File: config.mk
export PLATFORM = sky130hd
export DESIGN_NAME = bridge_link_error_status_regs
export DESIGN_NICKNAME = d
export VERILOG_FILES = /design/src/verilog/link_err_pkg.sv /design/src/verilog/first_id_logger.sv /design/src/verilog/bridge_link_error_status_regs.sv
export VERILOG_INCLUDE_DIRS = /design/src /design/src/verilog
export SDC_FILE = /design/constraint.sdc
export NUM_CORES = 1
export LEC_CHECK = 0
export ABC_CLOCK_PERIOD_IN_PS = 3200
export CORE_UTILIZATION = 60
export CTS_CLUSTER_SIZE = 12
export DETAILED_ROUTE_END_ITERATION = 8
export DONT_BUFFER_PORTS = 1
export PLACE_DENSITY_LB_ADDON = 0.2
export SETUP_SLACK_MARGIN = 0.02
export SLEW_MARGIN = 20
export SYNTH_ARGS = -nofsm -noshare
export SYNTH_HDL_FRONTEND = slang
export SYNTH_HIERARCHICAL = 1
export SYNTH_SLANG_ARGS = --single-unit
export TNS_END_PERCENT = 50
File: constraint.sdc
create_clock -name mclk_in -period 3.2 [get_ports mclk_in]
set_input_delay 0.32 -clock mclk_in [delete_from_list [all_inputs] [get_ports mclk_in]]
set_output_delay 0.32 -clock mclk_in [all_outputs]
set_load 0.1 [all_outputs]
File: src/verilog/link_err_defs.svh
// Purpose: offsets, field positions and reset values of the link/error status group
// Assumes: byte addresses on the plain register port
// Notes: definitions only
`ifndef LINK_ERR_DEFS_SVH
`define LINK_ERR_DEFS_SVH
`define ADDR_W 12
`define OFF_BUS_LOCATION 12'he18
`define OFF_PHY_LINK_STATUS 12'he1c
`define OFF_PRIMARY_DECODE 12'he10
`define OFF_SEC_DECODE 12'he38
`define OFF_SEC_MASK 12'he3c
`define OFF_USER_ERR_REPORT 12'he40
`define OFF_FIRST_ERR_LOG 12'he44
`define SEC_SRC_N 11
`define SEC_CODE_LSB 20
`define SEC_CODE_MSB 24
`define SEC_W1C_MASK 32'h01f007ff
`define SEC_MASK_BITS 32'h000007ff
`define PRI_CPL_UR 20
`define PRI_SECURE 21
`define PRI_POISON 23
`define PRI_CPL_CA 24
`define PRI_ECC_PAR 29
`define PRI_LOCAL 30
`define PRI_W1C_MASK 32'h61b00000
`define CODE_RSVD_LO 5'h00
`define CODE_RSVD_HI 5'h1f
`define CODE_PHY_ERR 5'h01
`define CODE_REPLAY_TO 5'h02
`define CODE_CPL_TO 5'h13
`define REG_RESET 32'h00000000
`endif

File: src/verilog/link_err_pkg.sv
// Purpose: types shared by the link/error status group
// Assumes: nothing
// Notes: plain types only
package link_err_pkg;
    typedef struct packed {
        logic [7:0] bus;
        logic [4:0] dev;
    } enum_id_t;
    typedef struct packed {
        logic rate_16gt_flag;
        logic wide_link_flag;
        logic rate_8gt_flag;
        logic link_active;
        logic [5:0] training_state;
        logic [1:0] lane_code;
        logic rate_5gt_flag;
    } link_state_t;
    typedef struct packed {
        logic [7:0] id;
        logic [7:0] func;
    } req_id_t;
    typedef enum logic [1:0] {
        LOG_ARMED = 2'b00,
        LOG_HELD = 2'b01
    } log_state_t;
endpackage

File: src/verilog/first_id_logger.sv
// Purpose: keeps the first request identifier seen after re-arming
// Assumes: arm and capture are one-cycle pulses
// Notes: a capture in the arm cycle is kept
`timescale 1ns/1ps
`include "link_err_defs.svh"
module first_id_logger (
    input wire logic mclk_in,
    input wire logic rst_n_in,
    input wire logic arm_in,
    input wire logic capture_in,
    input wire link_err_pkg::req_id_t id_in,
    output link_err_pkg::req_id_t log_out
);
    link_err_pkg::log_state_t state_ff;
    link_err_pkg::log_state_t nxt_state;
    link_err_pkg::req_id_t log_ff;
    link_err_pkg::req_id_t nxt_log;

    always_comb begin
        nxt_state = state_ff;
        nxt_log = log_ff;
        if (arm_in) begin
            nxt_state = link_err_pkg::LOG_ARMED;
        end
        case (nxt_state)
            link_err_pkg::LOG_ARMED: begin
                if (capture_in) begin
                    nxt_log = id_in;
                    nxt_state = link_err_pkg::LOG_HELD;
                end
            end
            link_err_pkg::LOG_HELD: begin
                nxt_state = link_err_pkg::LOG_HELD;
            end
            default: begin
                nxt_state = link_err_pkg::LOG_ARMED;
            end
        endcase
    end

    always_ff @(posedge mclk_in or negedge rst_n_in) begin
        if (!rst_n_in) begin
            state_ff <= link_err_pkg::LOG_ARMED;
            log_ff <= '0;
        end else begin
            state_ff <= nxt_state;
            log_ff <= nxt_log;
        end
    end

    assign log_out = log_ff;
endmodule

File: src/verilog/bridge_link_error_status_regs.sv
// Purpose: location, link status and secondary error registers of a PCIe bridge
// Assumes: plain register port, read data one cycle after read strobe
// Notes: event inputs are one-cycle pulses from the bridge
// Functional notes
// - function number field is three bits, read-only, always zero.
// - endpoint shows device and bus numbers read-only, as enumerated by root.
// - port number feeds link capabilities; writable in root port mode only.
// - lane code 00 x1, 01 x2, 10 x4, 11 x8; wide bit means x16.
// - three read-only flags for 5, 8 and 16 GT/s rates.
// - six-bit field mirrors training state in native encoding.
// - link-active bit set while training is in L0.
// - secondary decode event bits clear on write one, zero leaves them.
// - sticky flags for RC stream, CQ stream and lite write parity errors.
// - four sticky uncorrectable ECC flags for slave/master read/write RAMs.
// - four sticky correctable ECC flags for slave/master read/write RAMs.
// - first five-bit local error code held until software clears it.
// - codes 00001 phy, 00010 replay timeout, 10011 completion timeout; 0, 1f reserved.
// - secondary mask enables each source onto interrupt; resets to zero.
// - write one to uncorrectable bit reports uncorrected internal error.
// - write one to correctable bit reports corrected internal error.
// - both report bits high exactly one cycle, then self-clear.
// - first secure violation id and function logged after its flag clears.
// - primary summary flag for RAM ECC or parity errors.
// - primary summary flag for PCIe local errors.
// - secure violation sets primary flag and logs request id.
//
// Chosen here: the address-and-strobe port.
`timescale 1ns/1ps
`include "link_err_defs.svh"
module bridge_link_error_status_regs #(
    parameter int SRC_N = `SEC_SRC_N
) (
    input wire logic mclk_in,
    input wire logic rst_n_in,
    input wire logic [`ADDR_W-1:0] addr_in,
    input wire logic [31:0] wdata_in,
    input wire logic wr_in,
    input wire logic rd_in,
    input wire logic root_port_in,
    input wire link_err_pkg::enum_id_t enum_id_in,
    input wire link_err_pkg::link_state_t link_state_in,
    input wire logic [SRC_N-1:0] sec_err_in,
    input wire logic local_err_in,
    input wire logic [4:0] local_err_code_in,
    input wire logic secure_violation_flag_in,
    input wire link_err_pkg::req_id_t secure_violation_in,
    input wire logic cpl_ur_in,
    input wire logic cpl_ca_in,
    input wire logic cpl_poison_in,
    input wire link_err_pkg::req_id_t cpl_err_id_in,
    output logic [31:0] rdata_out,
    output logic [7:0] port_num_out,
    output logic report_uncorrectable_out,
    output logic report_correctable_out,
    output logic sec_irq_out
);
    logic [31:0] sec_decode_ff;
    logic [31:0] nxt_sec_decode;
    logic [31:0] sec_mask_ff;
    logic [31:0] nxt_sec_mask;
    logic [31:0] pri_decode_ff;
    logic [31:0] nxt_pri_decode;
    logic [7:0] port_num_ff;
    logic [7:0] nxt_port_num;
    logic [1:0] report_ff;
    logic [1:0] nxt_report;
    logic [31:0] rdata_ff;
    logic [31:0] nxt_rdata;
    logic irq_ff;
    logic nxt_irq;
    logic [31:0] sec_set;
    logic [31:0] sec_clr;
    logic [31:0] pri_clr;
    logic code_take;
    logic secure_arm;
    logic cpl_arm;
    logic cpl_any;
    link_err_pkg::req_id_t secure_log;
    link_err_pkg::req_id_t cpl_log;
    logic wr_sec_mask;
    logic wr_location;
    logic wr_report;
    logic [31:0] pri_set;
    logic [4:0] code_field;
    logic [SRC_N-1:0] sec_pending;
    logic [7:0] port_view;
    logic [31:0] loc_word;
    logic [31:0] phy_word;
    logic [31:0] log_word;

    // per-source sticky set
    genvar g;
    generate
        for (g = 0; g < SRC_N; g++) begin : g_src
            assign sec_set[g] = sec_err_in[g];
        end
        for (g = SRC_N; g < 32; g++) begin : g_rsvd
            assign sec_set[g] = 1'b0;
        end
    endgenerate

    assign code_take = local_err_in && (local_err_code_in != `CODE_RSVD_LO) && (local_err_code_in != `CODE_RSVD_HI);
    assign sec_clr = (wr_in && addr_in == `OFF_SEC_DECODE) ? (wdata_in & `SEC_W1C_MASK) : 32'h0;
    assign pri_clr = (wr_in && addr_in == `OFF_PRIMARY_DECODE) ? (wdata_in & `PRI_W1C_MASK) : 32'h0;
    assign cpl_any = cpl_ur_in | cpl_ca_in | cpl_poison_in;

    // write strobes per register
    assign wr_sec_mask = wr_in && (addr_in == `OFF_SEC_MASK);
    assign wr_location = wr_in && (addr_in == `OFF_BUS_LOCATION);
    assign wr_report = wr_in && (addr_in == `OFF_USER_ERR_REPORT);

    // primary flags raised by this cycle's events
    always_comb begin
        pri_set = 32'h0;
        if (|sec_set) begin
            pri_set[`PRI_ECC_PAR] = 1'b1;
        end
        if (code_take) begin
            pri_set[`PRI_LOCAL] = 1'b1;
        end
        if (secure_violation_flag_in) begin
            pri_set[`PRI_SECURE] = 1'b1;
        end
        // completion error flags
        if (cpl_ur_in) begin
            pri_set[`PRI_CPL_UR] = 1'b1;
        end
        if (cpl_ca_in) begin
            pri_set[`PRI_CPL_CA] = 1'b1;
        end
        if (cpl_poison_in) begin
            pri_set[`PRI_POISON] = 1'b1;
        end
    end

    always_comb begin
        nxt_pri_decode = pri_decode_ff & ~pri_clr;
        nxt_pri_decode = nxt_pri_decode | pri_set;
    end

    always_ff @(posedge mclk_in or negedge rst_n_in) begin
        if (!rst_n_in) begin
            pri_decode_ff <= `REG_RESET;
        end else begin
            pri_decode_ff <= nxt_pri_decode;
        end
    end

    // secondary decode: write one clears, set wins
    always_comb begin
        nxt_sec_decode = sec_decode_ff & ~sec_clr;
        nxt_sec_decode = nxt_sec_decode | sec_set;
        code_field = nxt_sec_decode[`SEC_CODE_MSB:`SEC_CODE_LSB];
        if (code_take && (code_field == 5'h00)) begin
            nxt_sec_decode[`SEC_CODE_MSB:`SEC_CODE_LSB] = local_err_code_in;
        end
    end

    always_ff @(posedge mclk_in or negedge rst_n_in) begin
        if (!rst_n_in) begin
            sec_decode_ff <= `REG_RESET;
        end else begin
            sec_decode_ff <= nxt_sec_decode;
        end
    end

    always_comb begin
        nxt_sec_mask = sec_mask_ff;
        if (wr_sec_mask) begin
            nxt_sec_mask = wdata_in & `SEC_MASK_BITS;
        end
    end

    always_ff @(posedge mclk_in or negedge rst_n_in) begin
        if (!rst_n_in) begin
            sec_mask_ff <= `REG_RESET;
        end else begin
            sec_mask_ff <= nxt_sec_mask;
        end
    end

    always_comb begin
        nxt_port_num = port_num_ff;
        if (!root_port_in) begin
            nxt_port_num = 8'h00;
        end else if (wr_location) begin
            nxt_port_num = wdata_in[23:16];
        end
    end

    always_ff @(posedge mclk_in or negedge rst_n_in) begin
        if (!rst_n_in) begin
            port_num_ff <= 8'h00;
        end else begin
            port_num_ff <= nxt_port_num;
        end
    end

    always_comb begin
        nxt_report = 2'b00;
        if (wr_report) begin
            nxt_report = wdata_in[1:0];
        end
    end

    always_ff @(posedge mclk_in or negedge rst_n_in) begin
        if (!rst_n_in) begin
            report_ff <= 2'b00;
        end else begin
            report_ff <= nxt_report;
        end
    end

    assign sec_pending = nxt_sec_decode[SRC_N-1:0] & nxt_sec_mask[SRC_N-1:0];

    always_comb begin
        nxt_irq = |sec_pending;
    end

    always_ff @(posedge mclk_in or negedge rst_n_in) begin
        if (!rst_n_in) begin
            irq_ff <= 1'b0;
        end else begin
            irq_ff <= nxt_irq;
        end
    end

    assign secure_arm = pri_clr[`PRI_SECURE];
    assign cpl_arm = pri_clr[`PRI_CPL_UR] | pri_clr[`PRI_CPL_CA] | pri_clr[`PRI_POISON];

    first_id_logger u_secure_log (
        .mclk_in(mclk_in),
        .rst_n_in(rst_n_in),
        .arm_in(secure_arm),
        .capture_in(secure_violation_flag_in),
        .id_in(secure_violation_in),
        .log_out(secure_log)
    );

    first_id_logger u_cpl_log (
        .mclk_in(mclk_in),
        .rst_n_in(rst_n_in),
        .arm_in(cpl_arm),
        .capture_in(cpl_any),
        .id_in(cpl_err_id_in),
        .log_out(cpl_log)
    );

    // location fields, port hidden in endpoint mode
    assign port_view = root_port_in ? port_num_ff : 8'h00;
    assign loc_word = {
        8'h00,
        port_view,
        enum_id_in.bus,
        enum_id_in.dev,
        3'b000
    };

    assign phy_word = {
        17'h0,
        link_state_in.rate_16gt_flag,
        link_state_in.wide_link_flag,
        link_state_in.rate_8gt_flag,
        link_state_in.link_active,
        2'b00,
        link_state_in.training_state,
        link_state_in.lane_code,
        link_state_in.rate_5gt_flag
    };

    assign log_word = {
        cpl_log.func,
        cpl_log.id,
        secure_log.func,
        secure_log.id
    };

    // read data, zero outside the answer cycle
    always_comb begin
        nxt_rdata = 32'h0;
        if (rd_in) begin
            case (addr_in)
                `OFF_BUS_LOCATION: begin
                    nxt_rdata = loc_word;
                end
                `OFF_PHY_LINK_STATUS: begin
                    nxt_rdata = phy_word;
                end
                `OFF_PRIMARY_DECODE: begin
                    nxt_rdata = pri_decode_ff;
                end
                `OFF_SEC_DECODE: begin
                    nxt_rdata = sec_decode_ff;
                end
                `OFF_SEC_MASK: begin
                    nxt_rdata = sec_mask_ff;
                end
                `OFF_USER_ERR_REPORT: begin
                    nxt_rdata = {30'h0, report_ff};
                end
                `OFF_FIRST_ERR_LOG: begin
                    nxt_rdata = log_word;
                end
                default: begin
                    nxt_rdata = 32'h0;
                end
            endcase
        end
    end

    always_ff @(posedge mclk_in or negedge rst_n_in) begin
        if (!rst_n_in) begin
            rdata_ff <= `REG_RESET;
        end else begin
            rdata_ff <= nxt_rdata;
        end
    end

    assign rdata_out = rdata_ff;
    assign port_num_out = port_num_ff;
    assign report_uncorrectable_out = report_ff[0];
    assign report_correctable_out = report_ff[1];
    assign sec_irq_out = irq_ff;
endmodule

==> flow_summary.yaml <==
setup_path:
  required_ns: 3.44
  arrival_ns: 2.30
  crit_fanout: 11
  critPathLaunchType: "input port"
  crit_type: "in -> reg"
  worstSetupEndpointType: "register"
final_layout:
  drive_gt1_share_pct: 14.8
  final_common_cell: "dfrtp_1"
  instances_no_fill: 578
  stdcell_area_sq_um: 5470
  antennaDiodeCount: 0
  area_growth_pct: 3.75
  nets: 597
  final_cell_mix: "dfrtp_1, nand2_1, inv_1"
clock_tree:
  ctsHoldBuffers: 2
  cts_setup_buffers: 0
  cts_tree: "done"
  path_clk_slew_ns: 0.10
  ctsRootBufferMaster: "clkbuf_8"
  clock_latency_ns: 0.36
  cts.path.max_buffers: 2
  cts_buffers: 9
  post_cts_resized: 0
  clock-sinks: 112
  h-tree-depth: 3
flow_run:
  drv_cap: 0
power:
  clockPowerShare_pct: 28.9
  p_switching_uw: 680
  pwr-share-seq_pct: 60.5
  pwr-share-comb_pct: 10.6
  ir_worst_vdd_mv: 0.230
  internal_power_uw: 1940
  swShare_pct: 26.0
  p_leak_uw: 0.00228
  power_density_nw_per_um2: 479
grt:
  grt_use_total_pct: 29.1
  grt_max_degree: 113
  antenna_found_initial: 0
  grt_pass1_wl_microns: 19700
  grt-ovfl-total: 0
  grt_pass1_vias: 3788
place:
  place_area_sq_um: 5260
  gp_congestion: 0.897
  dp_hpwl_microns: 9010
  port_buffers: 0
  dp_cells: 561
sta:
  tns_ns: 0
  maxSlewViolCount: 0
  finalCritPeriodShare_pct: 64.4
  setup_viol: 0
  slew_headroom_pct: 25.2
  finalHoldViolCount: 0
  fmax_mhz: 486
  worst_pin_slew_ns: 1.12
  rsz0062_at_grt: "no"
  post-route-min-period_ns: 2.06
  fin_worst_skew_ns: 0.0106
routing:
  wl_met2_microns: 6250
  num_vias: 3804
  drc: 0
  vias_per_cell: 6.58
  wl_met1_microns: 5360
  routedWlPerCell_microns: 22.3
  first_pass_iters: 7
  antenna_left: 0
  wirelength_microns: 12900
  wl_met3_microns: 1100
  dr.max_layer_used: "met4"
  drtIter0Drc: 303
floorplan:
  coreArea_sq_um: 8340
  row_count: 33
  die-height_microns: 95.7
  die_x_microns: 95.7
  pin_count: 171
  start_util_pct: 63.2
  dieArea_sq_um: 9170
worst_hold_path:
  holdCritPathClass: "in -> reg"
logic_synthesis:
  postSynth.asyncResetShare_pct: 100
  netlist_instances: 479
  ys_seq_area_share_pct: 53.2
  synth_edf_count: 0
  syn_nets: 607
  synthesis.area_sq_um: 5270
  post_synth.cell_area_avg_sq_um: 11.0
  synth_top_flop_cell: "dfrtp_1"
  synth.distinct_cells: 51
  ys_ff_latch: 112
  yosys_warnings: 6
outcome:
  status: "completed"
[state kept, by name, summed over array words and instances (netlist names)]
signal,flops
u_cpl_log/log_out,16
u_secure_log/log_out,16
sec_mask_ff,11
report_ff,2
sec_decode_ff,16
pri_decode_ff,6
u_secure_log/state_ff,2
port_num_out,8
rdata_out,32
u_cpl_log/state_ff,2
sec_irq_out,1
[logic make-up (layout without fill, tap and decap cells)]
kind of cell,count (synthesis),in the layout,synth area share (%)
AO/OA/AOI/OAI,133,133,22.0
buffers and inverters,71,65,7.00
flip-flops,112,112,53.2
multiplexers,11,11,2.35
other,2,2,0.142
AND/OR/NAND/NOR,150,150,15.4
[worst max-delay path, stage by stage]
cell	delay, ns
or3b_1	0.50
nor4_2	0.27
buf_4	0.25
mux2_2	0.37
a22o_1	0.23
a221oi_1	0.23
nand4_1	0.12
[stage by stage]
step           worst slack [ns]  power, uW  utilization [%]  hold WS (ns)
2_1_floorplan             0.788       1810                -        0.0244
3_3_place_gp              0.755       1840             63.1        0.0268
3_5_place_dp              0.747       1850             63.1        0.0264
4_1_cts                    1.15       2630             65.6        0.0320
5_1_grt                    1.04       2740             65.6        0.0304
6_report                   1.14       2620             65.6        0.0513
[Yosys cell counts, drive strengths merged (2+ instances only)]
cell	instances	share of area [%]
a21boi	8	1.1
or4b	2	0.45
inv	39	2.8
a21o	12	1.7
o21ai	5	0.47
clkbuf	16	1.2
and3	9	1.1
and2	3	0.45
nand3	20	1.9
mux2	11	2.3
dfrtp	112	53
nand2	75	5.3
a222oi	9	1.7
nor3b	2	0.71
nand4	2	0.24
nor3	3	0.28
o21ba	2	0.38
a31oi	4	0.47
nor2	15	1.2
buf	16	3.0
a22oi	35	5.0
a21oi	19	1.8
nand4b	2	0.62
a2bb2oi	2	0.33
o32ai	32	8.2
nor2b	3	0.36
or4	2	0.36
or3	2	0.33
nor4	7	1.5
conb	2	0.14
[area by class of cell]
type,count,area (sq um)
Sequential cell,112,2800
Fill cell,671,2870
Timing Repair Buffer,11,105
Inverter,39,146
Multi-Input combinational cell,296,2110
Tap cell,105,131
Clock inverter,4,31.3
Clock buffer,11,141
[path summary, 6_finish.rpt]
check	from	endpoint	depth (start not counted)	slack [ns]
max in group asynchronous	rst_n_in	sec_decode_ff[24]	2	2.21
hold reg to reg	pri_decode_ff[23]	pri_decode_ff[23]	1	0.49
hold / removal	cpl_ca_in	pri_decode_ff[24]	1	0.05
setup / recovery	addr_in[1]	sec_irq_out	7	1.14
setup reg to reg	u_cpl_log/state_ff[1]	u_cpl_log/log_out[10]	2	1.63
min in group asynchronous	rst_n_in	sec_decode_ff[6]	2	0.51
[power by group through the flow]
stage,Clock [uW],Sequential (uW),Combinational [uW]
after global routing,830,1590,312
after global placement,0,1610,233
after detailed placement,0,1610,244
final,757,1580,278
after CTS,771,1580,278
after floorplan,0,1590,222
[layer usage]
metal	up-vias	track usage, %
met5	-	0
met4	0	9.45
met3	14	5.61
met2	196	45.2
met1	1887	41.3
li1	1707	-
No activity file was read; power rests on OpenSTA's default activity.
